### config.mk
export PLATFORM = sky130hd
export DESIGN_NAME = sss_top
export DESIGN_NICKNAME = d
export VERILOG_FILES = /design/src/rtl/sss_pkg.sv /design/src/rtl/sss_top.sv /design/src/rtl/sss_timer.sv
export VERILOG_INCLUDE_DIRS = /design/src /design/src/rtl
export SDC_FILE = /design/constraint.sdc
export NUM_CORES = 1
export LEC_CHECK = 0
export ABC_AREA = 1
export BUFFER_PORTS_ARGS = -buffer_cell sky130_fd_sc_hd__clkbuf_2
export CAP_MARGIN = 20
export CORE_MARGIN = 1
export CORE_UTILIZATION = 42
export CTS_CLUSTER_DIAMETER = 150
export CTS_CLUSTER_SIZE = 40
export DETAILED_ROUTE_END_ITERATION = 7
export PLACE_DENSITY_LB_ADDON = 0.3
export SETUP_SLACK_MARGIN = 0.02
export SKIP_LAST_GASP = 1
export SYNTH_ARGS = -nofsm -noshare
export SYNTH_HDL_FRONTEND = slang
export SYNTH_SLANG_ARGS = --single-unit
### constraint.sdc
create_clock -name CLK -period 18 [get_ports CLK]
set_input_delay 1.8 -clock CLK [delete_from_list [all_inputs] [get_ports CLK]]
set_output_delay 1.8 -clock CLK [all_outputs]
set_load 0.1 [all_outputs]
### src/rtl/sss_cfg.svh
/*
  Constants of the supply sequencer: register offsets, field positions,
  reset values and timing figures.
  Assumes a 50 MHz clock and is included by its bare name.
*/
`ifndef SSS_CFG_SVH
`define SSS_CFG_SVH

// Clock rate
`define SSS_CLK_MHZ 50

// Timer periods in microseconds
`define SSS_STMR_US 29000
`define SSS_PTMR_US 400000
`define SSS_RTMR_US 190000

// Channel and slot geometry
`define SSS_CHANNELS 4
`define SSS_POS_W 3
`define SSS_LAST_SLOT 3'h7

// Register byte offsets
`define SSS_CTRL_OFS 8'h00
`define SSS_STATUS_OFS 8'h04
`define SSS_CAUSE_OFS 8'h08

// Control fields and reset value
`define SSS_CTRL_EN_BIT 0
`define SSS_CTRL_UVF_BIT 1
`define SSS_CTRL_RST 2'h1

// Fault cause fields
`define SSS_CAUSE_UV_BIT 0
`define SSS_CAUSE_SEQ_BIT 1
`define SSS_CAUSE_EXT_BIT 2

// Three-state pin codes
`define SSS_PIN_GND 2'h0
`define SSS_PIN_OPEN 2'h1
`define SSS_PIN_VCC 2'h2

// Overvoltage margin above undervoltage, percent
`define SSS_OV_PCT_OPEN 8'h20
`define SSS_OV_PCT_GND 8'h0C
`define SSS_OV_PCT_VCC 8'h73

// Bus responses
`define SSS_RESP_OKAY 2'h0
`define SSS_RESP_SLVERR 2'h2

`endif

### src/rtl/sss_pkg.sv
/*
  Types of the supply sequencer.
  Assumes nothing of its surroundings.
*/
package sss_pkg;

  // Operating phase
  typedef enum logic [2:0] {
    SSS_OFF,
    SSS_UP,
    SSS_MON,
    SSS_DOWN,
    SSS_FAULT
  } sss_phase_e;

endpackage

### src/rtl/sss_top.sv
/*
  Four-channel supply sequencer and supervisor with an AXI4-Lite slave.
  Assumes comparator results arrive as asynchronous pins, one clock CLK.
*/
// Design decisions made here: the register addresses and the AXI4-Lite interface to the registers.
//
// Notes on behaviour
// - Run request rising starts sequence-up and samples all position selects.
// - While sequencing, the slot strobe goes low at each time position start.
// - Comparator-good outputs stay low while sequencing unless a fault exists.
// - Sequence-complete goes low after all eight time positions.
// - After sequence-up, comparator-good follows each supply's undervoltage check.
// - Reset releases after all supplies stay good for the reset delay.
// - Reset release moves the device into the supply-monitor phase.
// - In monitoring, any supply below threshold pulls reset low.
// - Monitor undervoltage counted as fault drives fault line and all drives low.
// - After a fault, no new sequence until supplies off and run low.
// - Run request falling starts sequence-down; reset and comparator-good go low.
// - Sequence-down turns supplies off in reverse order from position eight.
// - Sequence-complete goes high after sequence-down's eight positions.
// - Any supply above overvoltage threshold pulls the alarm low, any phase.
// - Alarm releases after all supplies stay below overvoltage for reset delay.
// - Threshold select sets overvoltage margin: open 32, ground 12, supply 115.
// - A time position ends when the slot timer expires and its supplies are above the sequence threshold in sequence-up, below it in sequence-down.
// - Power-good timer expiry before all supplies reach target is a fault.
// - Both role selects grounded makes monitor-phase reset a reset fault.
`timescale 1ns/10ps
`include "sss_cfg.svh"
module sss_top #(
  parameter int unsigned CH = `SSS_CHANNELS,
  parameter int unsigned STMR_CYC = `SSS_STMR_US * `SSS_CLK_MHZ,
  parameter int unsigned PTMR_CYC = `SSS_PTMR_US * `SSS_CLK_MHZ,
  parameter int unsigned RTMR_CYC = `SSS_RTMR_US * `SSS_CLK_MHZ
) (
  input wire logic CLK,                      // 50 MHz clock
  input wire logic RST_N,                    // Asynchronous reset, active low
  input wire logic CE,                       // Clock enable
  input wire logic RUN_REQ,                  // Run request comparator
  input wire logic [CH-1:0] SUPPLY_UV_OK,    // Above undervoltage threshold
  input wire logic [CH-1:0] SUPPLY_SEQ_OK,   // Above sequence threshold
  input wire logic [CH-1:0] SUPPLY_OV,       // Above overvoltage threshold
  input wire logic [CH*`SSS_POS_W-1:0] POSITION_SELECT, // Slot per channel
  input wire logic [1:0] ROLE_SELECT_A,      // Three-state role pin A
  input wire logic [1:0] ROLE_SELECT_B,      // Three-state role pin B
  input wire logic [1:0] HIGH_THRESHOLD_SELECT, // Three-state margin pin
  input wire logic FAULT_LINE_I,             // Fault line level
  output logic FAULT_LINE_O,                 // Fault line drive value
  output logic FAULT_LINE_OE,                // Fault line pulled low
  output logic [CH-1:0] CHANNEL_DRIVE,       // Supply enables
  output logic [CH-1:0] COMPARATOR_GOOD,     // Per-channel good
  output logic SLOT_STROBE_N,                // Time position strobe
  output logic SEQ_DONE_N,                   // Sequence complete
  output logic RST_OUT_N,                    // Processor reset
  output logic HIGH_SUPPLY_ALARM_N,          // Overvoltage alarm
  output logic [7:0] OV_MARGIN_PCT,          // Overvoltage margin setting
  input wire logic [7:0] AWADDR,             // AXI write address
  input wire logic AWVALID,                  // AXI write address valid
  output logic AWREADY,                      // AXI write address ready
  input wire logic [31:0] WDATA,             // AXI write data
  input wire logic [3:0] WSTRB,              // AXI write strobes
  input wire logic WVALID,                   // AXI write data valid
  output logic WREADY,                       // AXI write data ready
  output logic [1:0] BRESP,                  // AXI write response
  output logic BVALID,                       // AXI write response valid
  input wire logic BREADY,                   // AXI write response ready
  input wire logic [7:0] ARADDR,             // AXI read address
  input wire logic ARVALID,                  // AXI read address valid
  output logic ARREADY,                      // AXI read address ready
  output logic [31:0] RDATA,                 // AXI read data
  output logic [1:0] RRESP,                  // AXI read response
  output logic RVALID,                       // AXI read valid
  input wire logic RREADY                    // AXI read ready
);

  localparam int unsigned PW = `SSS_POS_W;
  localparam int unsigned SW = 2 + 3 * CH + CH * PW + 6;

  logic [1:0] rs_q;
  logic rst_n;
  logic [SW-1:0] s1_q, s2_q;
  logic run_s, flt_in_s;
  logic [CH-1:0] uv_s, sq_s, ov_s;
  logic [CH*PW-1:0] pos_s;
  logic [3:0] role_s;
  logic [1:0] ovsel_s;
  sss_pkg::sss_phase_e phase_q;
  logic [CH*PW-1:0] pos_q;
  logic [PW-1:0] slot_q, eff_slot;
  logic gap_q, strobe_n_q, done_n_q, rst_n_q, flt_q, alarm_n_q, run_prev_q;
  logic pg_run_q, pg_used_q;
  logic [1:0] flt_h_q;
  logic [CH-1:0] drive_q, cmp_q, slot_ch;
  logic [7:0] ovpct_q;
  logic [1:0] ctrl_q;
  logic [2:0] cause_q;
  logic run_rise, run_fall, all_uv, all_off, any_ov, seqing, slot_met, slot_end;
  logic uv_fault, mon_uv, pg_target, seq_fault, ext_fault, fault_set, rel_ok;
  logic rst_win;
  logic slot_done, pg_done, rst_done, ov_done;
  logic aw_have_q, w_have_q;
  logic [7:0] aw_addr_q;
  logic [31:0] w_data_q;
  logic [3:0] w_strb_q;
  logic [31:0] rd_d;
  logic [1:0] rresp_d;

  ////////////////////////////////////////////////////////////////////////////
  // Reset release and pin synchronisers

  // Release reset through two flops
  always_ff @(posedge CLK or negedge RST_N) begin
    if (!RST_N) begin
      rs_q <= 2'h0;
    end else if (CE) begin
      rs_q <= {rs_q[0], 1'b1};
    end
  end
  assign rst_n = rs_q[1];

  // Two flops on every asynchronous pin
  always_ff @(posedge CLK or negedge rst_n) begin
    if (!rst_n) begin
      s1_q <= {2'b01, {(SW - 2){1'b0}}}; // Fault line idles high
      s2_q <= {2'b01, {(SW - 2){1'b0}}};
    end else if (CE) begin
      s1_q <= {RUN_REQ, FAULT_LINE_I, SUPPLY_UV_OK, SUPPLY_SEQ_OK, SUPPLY_OV,
               POSITION_SELECT, ROLE_SELECT_A, ROLE_SELECT_B, HIGH_THRESHOLD_SELECT};
      s2_q <= s1_q;
    end
  end
  assign {run_s, flt_in_s, uv_s, sq_s, ov_s, pos_s, role_s, ovsel_s} = s2_q;

  ////////////////////////////////////////////////////////////////////////////
  // Conditions

  // Supply summaries and slot membership
  assign run_rise = run_s & ~run_prev_q;
  assign run_fall = ~run_s & run_prev_q;
  assign all_uv = &uv_s;
  assign all_off = ~|sq_s;
  assign any_ov = |ov_s;
  assign seqing = (phase_q == sss_pkg::SSS_UP) | (phase_q == sss_pkg::SSS_DOWN);
  assign eff_slot = (phase_q == sss_pkg::SSS_DOWN) ? ~slot_q : slot_q;
  always_comb begin
    for (int i = 0; i < CH; i++) begin
      slot_ch[i] = (pos_q[i*PW +: PW] == eff_slot);
    end
  end
  assign slot_met = (phase_q == sss_pkg::SSS_DOWN) ? &(~slot_ch | ~sq_s)
                                                   : &(~slot_ch | sq_s);
  assign slot_end = seqing && !gap_q && !strobe_n_q && slot_done && slot_met;

  // Fault sources
  assign uv_fault = (role_s == 4'h0) | ctrl_q[`SSS_CTRL_UVF_BIT];
  assign mon_uv = (phase_q == sss_pkg::SSS_MON) && !all_uv;
  assign pg_target = (phase_q == sss_pkg::SSS_DOWN) ? all_off : all_uv;
  assign seq_fault = pg_run_q && pg_done && !pg_target;
  // Own pull-down echoes back through the synchroniser for two cycles
  assign ext_fault = !flt_in_s && !flt_q && !(|flt_h_q);
  assign fault_set = (phase_q != sss_pkg::SSS_FAULT) &&
                     ((mon_uv && uv_fault) || seq_fault || ext_fault);
  assign rel_ok = !run_s && all_off;
  assign rst_win = ((phase_q == sss_pkg::SSS_UP && !done_n_q) ||
                    phase_q == sss_pkg::SSS_MON) && !run_fall;

  ////////////////////////////////////////////////////////////////////////////
  // Timers

  // Slot spacing, counts while the strobe is low
  sss_timer #(.LIMIT(STMR_CYC)) u_slot_tmr (
    .clk(CLK), .rst_n(rst_n), .ce(CE), .restart(strobe_n_q), .done_q(slot_done)
  );

  // Power-good window from the first switched channel
  sss_timer #(.LIMIT(PTMR_CYC)) u_pg_tmr (
    .clk(CLK), .rst_n(rst_n), .ce(CE), .restart(!pg_run_q), .done_q(pg_done)
  );

  // Reset delay, restarts on any undervoltage
  sss_timer #(.LIMIT(RTMR_CYC)) u_rst_tmr (
    .clk(CLK), .rst_n(rst_n), .ce(CE), .restart(!all_uv || !rst_win),
    .done_q(rst_done)
  );

  // Alarm release delay, restarts on any overvoltage
  sss_timer #(.LIMIT(RTMR_CYC)) u_ov_tmr (
    .clk(CLK), .rst_n(rst_n), .ce(CE), .restart(any_ov), .done_q(ov_done)
  );

  ////////////////////////////////////////////////////////////////////////////
  // Phase sequencer

  // Phases, slot stepping, strobe, completion and fault latch
  always_ff @(posedge CLK or negedge rst_n) begin
    if (!rst_n) begin
      phase_q <= sss_pkg::SSS_OFF;
      pos_q <= '0;
      slot_q <= '0;
      gap_q <= 1'b0;
      strobe_n_q <= 1'b1;
      done_n_q <= 1'b1;
      flt_q <= 1'b0;
      run_prev_q <= 1'b0;
      flt_h_q <= 2'h0;
    end else if (CE) begin
      run_prev_q <= run_s;
      flt_h_q <= {flt_h_q[0], flt_q};
      if (fault_set) begin
        phase_q <= sss_pkg::SSS_FAULT;
        flt_q <= 1'b1;
        gap_q <= 1'b0;
        strobe_n_q <= 1'b1;
      end else begin
        unique case (phase_q)
          sss_pkg::SSS_OFF: begin
            if (run_rise && ctrl_q[`SSS_CTRL_EN_BIT]) begin
              phase_q <= sss_pkg::SSS_UP;
              pos_q <= pos_s;
              slot_q <= '0;
              strobe_n_q <= 1'b0;
            end
          end
          sss_pkg::SSS_UP, sss_pkg::SSS_MON: begin
            if (run_fall) begin
              phase_q <= sss_pkg::SSS_DOWN;
              slot_q <= '0;
              gap_q <= 1'b0;
              strobe_n_q <= 1'b0;
            end else if (phase_q == sss_pkg::SSS_UP && !done_n_q && rst_n_q) begin
              phase_q <= sss_pkg::SSS_MON;
            end else if (phase_q == sss_pkg::SSS_UP && done_n_q) begin
              if (gap_q) begin
                gap_q <= 1'b0;
                slot_q <= slot_q + PW'(1);
                strobe_n_q <= 1'b0;
              end else if (slot_end) begin
                strobe_n_q <= 1'b1;
                gap_q <= (slot_q != `SSS_LAST_SLOT);
                done_n_q <= (slot_q != `SSS_LAST_SLOT);
              end
            end
          end
          sss_pkg::SSS_DOWN: begin
            if (gap_q) begin
              gap_q <= 1'b0;
              slot_q <= slot_q + PW'(1);
              strobe_n_q <= 1'b0;
            end else if (slot_end) begin
              strobe_n_q <= 1'b1;
              if (slot_q == `SSS_LAST_SLOT) begin
                done_n_q <= 1'b1;
                phase_q <= sss_pkg::SSS_OFF;
              end else begin
                gap_q <= 1'b1;
              end
            end
          end
          sss_pkg::SSS_FAULT: begin
            if (rel_ok) begin
              phase_q <= sss_pkg::SSS_OFF;
              flt_q <= 1'b0;
              done_n_q <= 1'b1;
            end
          end
        endcase
      end
    end
  end

  // Channel drives switch at their slot, all off on fault
  always_ff @(posedge CLK or negedge rst_n) begin
    if (!rst_n) begin
      drive_q <= '0;
    end else if (CE) begin
      if (fault_set || phase_q == sss_pkg::SSS_FAULT) begin
        drive_q <= '0;
      end else if (seqing && !strobe_n_q && !gap_q) begin
        drive_q <= (phase_q == sss_pkg::SSS_UP) ? (drive_q | slot_ch)
                                                : (drive_q & ~slot_ch);
      end
    end
  end

  // Power-good window, armed once per sequence
  always_ff @(posedge CLK or negedge rst_n) begin
    if (!rst_n) begin
      pg_run_q <= 1'b0;
      pg_used_q <= 1'b0;
    end else if (CE) begin
      if (!seqing || run_fall || fault_set) begin
        pg_run_q <= 1'b0;
        pg_used_q <= 1'b0;
      end else if (!pg_used_q && !strobe_n_q && |slot_ch) begin
        pg_run_q <= 1'b1;
        pg_used_q <= 1'b1;
      end else if (pg_target) begin
        pg_run_q <= 1'b0;
      end
    end
  end

  ////////////////////////////////////////////////////////////////////////////
  // Supervisor outputs

  // Comparators, reset, alarm and margin setting
  always_ff @(posedge CLK or negedge rst_n) begin
    if (!rst_n) begin
      cmp_q <= '0;
      rst_n_q <= 1'b0;
      alarm_n_q <= 1'b1;
      ovpct_q <= `SSS_OV_PCT_OPEN;
    end else if (CE) begin
      cmp_q <= (rst_win || phase_q == sss_pkg::SSS_FAULT) ? uv_s : '0;
      rst_n_q <= rst_win && all_uv && rst_done;
      if (any_ov) begin
        alarm_n_q <= 1'b0;
      end else if (ov_done) begin
        alarm_n_q <= 1'b1;
      end
      unique case (ovsel_s)
        `SSS_PIN_GND: ovpct_q <= `SSS_OV_PCT_GND;
        `SSS_PIN_VCC: ovpct_q <= `SSS_OV_PCT_VCC;
        default: ovpct_q <= `SSS_OV_PCT_OPEN;
      endcase
    end
  end

  assign FAULT_LINE_O = 1'b0;
  assign FAULT_LINE_OE = flt_q;
  assign CHANNEL_DRIVE = drive_q;
  assign COMPARATOR_GOOD = cmp_q;
  assign SLOT_STROBE_N = strobe_n_q;
  assign SEQ_DONE_N = done_n_q;
  assign RST_OUT_N = rst_n_q;
  assign HIGH_SUPPLY_ALARM_N = alarm_n_q;
  assign OV_MARGIN_PCT = ovpct_q;

  ////////////////////////////////////////////////////////////////////////////
  // AXI4-Lite slave

  // Write address and data taken in either order, then one response
  always_ff @(posedge CLK or negedge rst_n) begin
    if (!rst_n) begin
      AWREADY <= 1'b0;
      WREADY <= 1'b0;
      BVALID <= 1'b0;
      BRESP <= `SSS_RESP_OKAY;
      aw_have_q <= 1'b0;
      w_have_q <= 1'b0;
      aw_addr_q <= '0;
      w_data_q <= '0;
      w_strb_q <= '0;
    end else if (CE) begin
      AWREADY <= AWVALID && !AWREADY && !aw_have_q && !BVALID;
      WREADY <= WVALID && !WREADY && !w_have_q && !BVALID;
      if (AWVALID && AWREADY) begin
        aw_have_q <= 1'b1;
        aw_addr_q <= AWADDR;
      end
      if (WVALID && WREADY) begin
        w_have_q <= 1'b1;
        w_data_q <= WDATA;
        w_strb_q <= WSTRB;
      end
      if (aw_have_q && w_have_q && !BVALID) begin
        BVALID <= 1'b1;
        BRESP <= (aw_addr_q == `SSS_CTRL_OFS || aw_addr_q == `SSS_STATUS_OFS ||
                  aw_addr_q == `SSS_CAUSE_OFS) ? `SSS_RESP_OKAY : `SSS_RESP_SLVERR;
      end else if (BVALID && BREADY) begin
        BVALID <= 1'b0;
        aw_have_q <= 1'b0;
        w_have_q <= 1'b0;
      end
    end
  end

  // Control and sticky fault cause, set wins over clear
  always_ff @(posedge CLK or negedge rst_n) begin
    if (!rst_n) begin
      ctrl_q <= `SSS_CTRL_RST;
      cause_q <= '0;
    end else if (CE) begin
      if (aw_have_q && w_have_q && !BVALID && w_strb_q[0] &&
          aw_addr_q == `SSS_CTRL_OFS) begin
        ctrl_q <= w_data_q[1:0];
      end
      cause_q <= (cause_q & ~((aw_have_q && w_have_q && !BVALID && w_strb_q[0] &&
                               aw_addr_q == `SSS_CAUSE_OFS) ? w_data_q[2:0] : 3'h0))
               | {ext_fault, seq_fault, mon_uv && uv_fault && !flt_q};
    end
  end

  // Read data selection
  always_comb begin
    rd_d = 32'h0;
    rresp_d = `SSS_RESP_OKAY;
    unique case (ARADDR)
      `SSS_CTRL_OFS: rd_d = 32'(ctrl_q);
      `SSS_STATUS_OFS: rd_d = 32'({slot_q, done_n_q, alarm_n_q, rst_n_q, cmp_q,
                                   drive_q, flt_q, phase_q});
      `SSS_CAUSE_OFS: rd_d = 32'(cause_q);
      default: rresp_d = `SSS_RESP_SLVERR;
    endcase
  end

  // Read answer one cycle after the address is taken
  always_ff @(posedge CLK or negedge rst_n) begin
    if (!rst_n) begin
      ARREADY <= 1'b0;
      RVALID <= 1'b0;
      RDATA <= 32'h0;
      RRESP <= `SSS_RESP_OKAY;
    end else if (CE) begin
      ARREADY <= ARVALID && !ARREADY && !RVALID;
      if (ARVALID && ARREADY) begin
        RVALID <= 1'b1;
        RDATA <= rd_d;
        RRESP <= rresp_d;
      end else if (RVALID && RREADY) begin
        RVALID <= 1'b0;
      end
    end
  end

  ////////////////////////////////////////////////////////////////////////////
  // Assertions

  property p_strobe;
    @(posedge CLK) disable iff (!rst_n) (CE && gap_q && !fault_set) |=> !strobe_n_q;
  endproperty
  a_strobe: assert property (p_strobe) else $error("strobe not low at slot start");

  property p_cmp_low;
    @(posedge CLK) disable iff (!rst_n)
      (phase_q == sss_pkg::SSS_UP && done_n_q && $past(phase_q) != sss_pkg::SSS_FAULT)
      |-> (cmp_q == '0);
  endproperty
  a_cmp_low: assert property (p_cmp_low) else $error("comparator good while sequencing");

  property p_done_up;
    @(posedge CLK) disable iff (!rst_n)
      (CE && phase_q == sss_pkg::SSS_UP && slot_end && slot_q == `SSS_LAST_SLOT
       && !fault_set && !run_fall) |=> !done_n_q;
  endproperty
  a_done_up: assert property (p_done_up) else $error("done not low after eight slots");

  property p_rst_rel;
    @(posedge CLK) disable iff (!rst_n) $rose(rst_n_q) |-> $past(rst_done) && $past(all_uv);
  endproperty
  a_rst_rel: assert property (p_rst_rel) else $error("reset released early");

  property p_mon_uv;
    @(posedge CLK) disable iff (!rst_n) (CE && mon_uv) |=> !rst_n_q;
  endproperty
  a_mon_uv: assert property (p_mon_uv) else $error("reset high on undervoltage");

  property p_uv_fault;
    @(posedge CLK) disable iff (!rst_n)
      (CE && mon_uv && uv_fault) |=> (FAULT_LINE_OE && drive_q == '0);
  endproperty
  a_uv_fault: assert property (p_uv_fault) else $error("fault did not shut supplies");

  property p_hold;
    @(posedge CLK) disable iff (!rst_n)
      (CE && phase_q == sss_pkg::SSS_FAULT && !rel_ok) |=> (flt_q && drive_q == '0);
  endproperty
  a_hold: assert property (p_hold) else $error("fault released early");

  property p_down;
    @(posedge CLK) disable iff (!rst_n)
      (CE && run_fall && !fault_set && (phase_q == sss_pkg::SSS_UP ||
       phase_q == sss_pkg::SSS_MON)) |=> (!rst_n_q && cmp_q == '0);
  endproperty
  a_down: assert property (p_down) else $error("reset or comparators high at shutdown");

  property p_ov;
    @(posedge CLK) disable iff (!rst_n) (CE && any_ov) |=> !alarm_n_q;
  endproperty
  a_ov: assert property (p_ov) else $error("alarm not raised on overvoltage");

  property p_ov_rel;
    @(posedge CLK) disable iff (!rst_n) $rose(alarm_n_q) |-> $past(ov_done) && !$past(any_ov);
  endproperty
  a_ov_rel: assert property (p_ov_rel) else $error("alarm released early");

endmodule

### src/rtl/sss_timer.sv
/*
  Interval timer: counts enabled cycles after a restart and flags expiry.
  Assumes a synchronous restart and one clock with a clock enable.
*/
`timescale 1ns/10ps
module sss_timer #(
  parameter int unsigned LIMIT = 1
) (
  input wire logic clk,      // Clock
  input wire logic rst_n,    // Reset, active low
  input wire logic ce,       // Clock enable
  input wire logic restart,  // Clear count and flag
  output logic done_q        // Interval elapsed
);

  localparam int unsigned W = $clog2(LIMIT + 1);

  logic [W-1:0] cnt_q;

  // Count up to the limit, then hold the flag
  always_ff @(posedge clk or negedge rst_n) begin
    if (!rst_n) begin
      cnt_q <= '0;
      done_q <= 1'b0;
    end else if (ce) begin
      if (restart) begin
        cnt_q <= '0;
        done_q <= 1'b0;
      end else if (!done_q) begin
        cnt_q <= cnt_q + W'(1);
        done_q <= (cnt_q == W'(LIMIT - 1));
      end
    end
  end

endmodule

==> After elaboration in Yosys (flattened, before gate mapping) <==
Index checks and enable logic that the tools add are counted.
{ "totals": {"regBits": 269, "latchBits": 0, "ramBits": 0, "mem_bits_ro": 0, "inputBits": 92, "out_inout_bits": 63, "n_memories": 0} }
{ "classes": {"n_addsub": 5, "multipliers": 0, "div": 0, "order_cmp": 0, "eq_ne": 44, "shifts": 0, "mux": 91, "bitwise_logic": 17, "reduce_logical": 121} }
{ "op_table": {"columns": ["cell", "n"], "rows": [
  ["$mux 24", 4],
  ["$mux 1", 55],
  ["$pmux 18 s3", 1],
  ["$mux 25", 2],
  ["$add 24x1->24 const B", 2],
  ["$eq 24x24->1 const B", 2],
  ["$mux 3", 15],
  ["$logic_and 1x1->1", 42],
  ["$mux 21", 2],
  ["$reduce_and 2->1", 15],
  ["$add 25x1->25 const B", 1],
  ["$eq 25x25->1 const B", 1],
  ["$ne 2x2->1 const B", 12],
  ["$ne 3x3->1 const B", 8],
  ["$add 21x1->21 const B", 1],
  ["$eq 21x21->1 const B", 1],
  ["$logic_not 1->1", 21],
  ["$reduce_and 4->1", 5],
  ["$eq 8x3->1 const B", 2],
  ["$eq 8x4->1 const B", 2],
  ["$logic_not 8->1", 2],
  ["$mux 4", 4],
  ["$pmux 7 s2", 1],
  ["$reduce_bool 2->1", 7],
  ["other kinds (37)", 70]
]} }

==> Logic depth before layout (Yosys ltp) <==
{ "logic_depth": {"depth_word": 15, "mapped_depth": 17, "mapped_depth_nobuf": 16} }

==> Hierarchy <==
A second synthesis with hierarchy kept.
{ "hier_totals": {"hier_cells": 1704, "area_unflattened_um2": 13090.1} }
{ "modules_own_cells": {"columns": ["module", "instances", "cells_per_inst", "area_each_um2", "seq_area_each_um2"], "rows": [
  ["sss_top", 1, 832, 7003.0, 3762.4],
  ["sss_timer (u_ov_tmr ...)", 2, 232, 1565.3, 625.6],
  ["sss_timer (u_pg_tmr)", 1, 219, 1577.8, 650.6],
  ["sss_timer (u_slot_tmr)", 1, 189, 1378.8, 550.5]
]} }

==> Least setup slack after synthesis <==
Ideal clock, no wire load.
{ "synth_path": {"path_type": "register -> register", "startpoint": "reg rs_q[1] (netlist name)", "endpoint": "reg rs_q[1]", "setup_time_ns": 0.087, "arrival_time_ns": 5.925, "required_time_ns": 17.913, "slack_ns": 11.989, "path_stages_with_launch": 3, "path_buffers": 0, "path_cell_list": "dfrtp_1 -> nand2_1 -> nand2_1"} }
{ "synth_lines": {"columns": ["item", "line", "source"], "rows": [
  ["end signal: assignment", "sss_top.sv:115", "rs_q <= {rs_q[0], 1'b1};"],
  ["end: declaration", "sss_top.sv:78", "logic [1:0] rs_q;"]
]} }

==> Worst setup path in the final report <==
{ "layout_path": {"startpoint": "in CE", "endpoint": "reg u_rst_tmr.cnt_q[17]"} }
{ "layout_between": {"elab_chain_cells": 1} }
{ "layout_lines": {"columns": ["item", "line", "source"], "rows": [
  ["start: declaration", "sss_top.sv:37", "input wire logic CE,"],
  ["$reduce_and 2->1 (no source line)", null, null],
  ["end signal: assignment", "sss_timer.sv:30", "cnt_q <= cnt_q + W'(1);"],
  ["end: declaration", "sss_timer.sv:18", "logic [W-1:0] cnt_q;"]
]} }
No other way between the ends.
A chain may end at the register's enable or synchronous reset.

==> reports/metrics.yaml <==
setup_path:
  path_buf_inv: 3
  cpLargestDelayFamily: "compound AO/OA/AOI/OAI gates"
  worstSetupEndpointType: "register"
  r2r_slack_ps: 14620
  crit_fanout: 64
  crit_type: "in -> reg"
  arrival_ps: 4310
  rr_endpoint: "u_rst_tmr.cnt_q[17]$_DFFE_PN0P_"
  crit_slowest_cell: "o21ai_1"
  cp_slowest_stage_delay_ps: 760
  cp-start-kind: "primary input"
  reg2reg_from: "phase_q[2]$_DFFE_PN0P_"
  rr_worst_depth: 13
  crit_required_ps: 18400
  worstPathCellList: "buf_4 > inv_4 > o21ai_1 > nand2_1 > inv_2 > nand3_1 > nor2_2 > nand2_1 > o21ai_0 > a21oi_1"
  crit_top_cell: "nand2_1"
die:
  dieArea_sq_um: 29800
  num_io_pins: 155
  dieHeight_microns: 173
  num_rows: 62
  initial_utilization_pct: 42.6
  die_w_microns: 173
  core_sq_um: 28700
final_layout:
  nFillCells: 2859
  drive_above_1_share_pct: 12.4
  layout.cells.non_filler: 1950
  area_growth_pct: 8.87
  final_cell_mix: "nand2_1, dfrtp_1, inv_1, o21ai_0, clkbuf_2"
  antenna_cells: 0
  layout_commonest_cell: "nand2_1"
  finalNetCount: 1660
global_route:
  grtUsageTotal_pct: 18.1
  grt-ovfl-total: 0
  first_global_vias: 9189
  grt_max_degree: 109
  grt_pass1_wl_microns: 45500
  grt_antenna_before_repair: 1
detailed_routing:
  drt-pass1-iter-count: 5
  wirelength_microns: 26800
  viasPerCell: 5.05
  via_count: 9857
  drcViolationCount: 0
  drt_iter0_markers: 766
  wl_per_cell_microns: 13.7
  ant_nets: 0
timing:
  tightest_slew_ps: 937
  maxSlewViolCount: 0
  fmax_ghz: 0.256
  setup_violations: 0
  worst_slack_ps: 14090
  rsz0062_at_grt: "no"
  finalCriticalPeriod_ps: 3910
  fin_worst_skew_ps: 61.3
  min_period_over_period_pct: 21.7
  finalHoldViolations: 0
  finalSetupTns_ps: 0
  slew_headroom_pct: 37.5
cts:
  root_buffer: "clkbuf_16"
  clock_path_buffers: 3
  htreeDepth: 1
  hold_buffers: 0
  cts_tree: "built"
  clk_pin_slew_ps: 140
  clkLatencyLatePin_ps: 500
  postCtsSetupBuffers: 0
  cts_num_sinks: 248
  numCtsBuffers: 10
  cts_resized: 0
place:
  io_buffers: 104
  dp_cells: 1934
  hpwlAfterDp_microns: 19400
  dp_slack_ps: 13570
  gp_congestion: 0.861
logic_synthesis:
  synth_top_cell_area_share_pct: 49.3
  syn_inst: 1483
  synth_top_cell_by_area: "dfrtp_1"
  yosys-top-cells-area: "dfrtp_1, nand2_1, inv_1, o21ai_0, nand3_1"
  yosys_warnings: 0
  synth-seq-cells: 248
  synth_area_per_cell_sq_um: 8.25
  synth_cell_types: 62
  synth_area_sq_um: 12200
  seq_area_frac_synth_pct: 50.8
power_and_ir_drop:
  power_density_nw_per_um2: 104
  cellLeakagePower_nw: 6.34
  ir_drop_mv: 0.0967
flow_run:
  maxCapViolations: 0
hold_path:
  hold_path_class: "reg -> async"
outcome:
  outcome: "finished, final reports clean"
-- where the power goes --
part	internal, mW	switching [mW]	leakage, nW	total (mW)
clock	0.117	0.175	0.152	0.292
combinational	0.0907	0.325	2.94	0.415
sequential	0.618	0.0541	3.25	0.672
total	0.826	0.554	6.34	1.38
-- area by class of cell --
type	instances	area, sq um	share of cell area, %
well taps	384	480	3.61
clock inverters	1	30.0	0.225
clock buffers	15	290	2.18
flip-flops and latches	248	6220	46.7
repair buffers	110	568	4.26
multi-input cells	993	4980	37.4
inverters	199	749	5.63
-- metal layers --
metal	up-vias	routed length, microns	global-route usage (%)	part of all wire [%]
li1	4987	-	-	-
met5	-	13	0	0.049
met1	4623	13400	27.2	50
met2	220	11800	28.8	44
met3	25	1170	1.78	4.4
met4	2	347	3.10	1.3
-- Yosys cell counts, drive strengths merged --
master,instances
a211oi,4
a21boi,1
a21oi,70
a221oi,3
a22o,1
a22oi,1
a2bb2oi,2
a31oi,9
a32o,1
and2,1
and3,2
and3b,1
buf,39
clkbuf,21
conb,1
dfrtp,241
dfstp,7
ha,6
inv,199
mux2,7
nand2,376
nand3,85
nand3b,9
nand4,43
nor2,112
nor3,40
nor3b,6
nor4,24
o2111ai,1
o211ai,5
o21a,3
o21ai,131
o21bai,1
o221a,1
o31ai,15
o41ai,1
or2,3
xnor2,2
xor2,8
-- registers in the layout (all words and copies together) (netlist names), 2 cells and up --
signal,cells
CHANNEL_DRIVE,4
rs_q,2
u_pg_tmr.cnt_q,25
cause_q,3
RDATA,18
OV_MARGIN_PCT,3
aw_addr_q,8
COMPARATOR_GOOD,4
u_slot_tmr.cnt_q,21
flt_h_q,2
u_rst_tmr.cnt_q,24
w_data_q,3
s1_q,32
ctrl_q,2
s2_q,32
slot_q,3
u_ov_tmr.cnt_q,24
phase_q,3
pos_q,12
-- logic make-up after synthesis --
kind of cell / after synthesis / synth area share (%)
and+or+nand+nor: 702 / 26.8
buffers and inverters: 259 / 9.00
AOI/OAI and AO/OA: 250 / 11.4
DFF: 248 / 50.8
xor gates and xnor gates: 10 / 0.716
muxes: 7 / 0.644
adders and majority gates: 6 / 0.614
other: 1 / 0.0306
-- through the flow --
| stage | util, % | total power, mW | area [sq um] | hold WS (ps) |
|---|---|---|---|---|
| 2_1_floorplan | - | 1.01 | 12300 | 435 |
| 3_3_place_gp | 45.3 | 1.09 | 13000 | 446 |
| 3_5_place_dp | 45.3 | 1.10 | 13000 | 452 |
| 4_1_cts | 46.4 | 1.39 | 13300 | 401 |
| 5_1_grt | 46.4 | 1.46 | 13300 | 449 |
| 6_report | 46.4 | 1.38 | 13300 | 371 |
-- worst max path at each step --
stage / from / end / slack (ps) / cells past startpoint
after global placement: CE / u_rst_tmr.cnt_q[17]$_DFFE_PN0P_ / 13600 / 10
final: CE / u_rst_tmr.cnt_q[17]$_DFFE_PN0P_ / 14090 / 10
after detailed placement: CE / u_rst_tmr.cnt_q[17]$_DFFE_PN0P_ / 13570 / 10
after CTS: CE / u_rst_tmr.cnt_q[17]$_DFFE_PN0P_ / 14100 / 10
after floorplan: rs_q[1]$_DFFE_PN0P_ / ARREADY$_DFFE_PN0P_ / 10570 / 0
after global routing: CE / u_rst_tmr.cnt_q[17]$_DFFE_PN0P_ / 13880 / 10
Power figures use the tool's default switching activity.
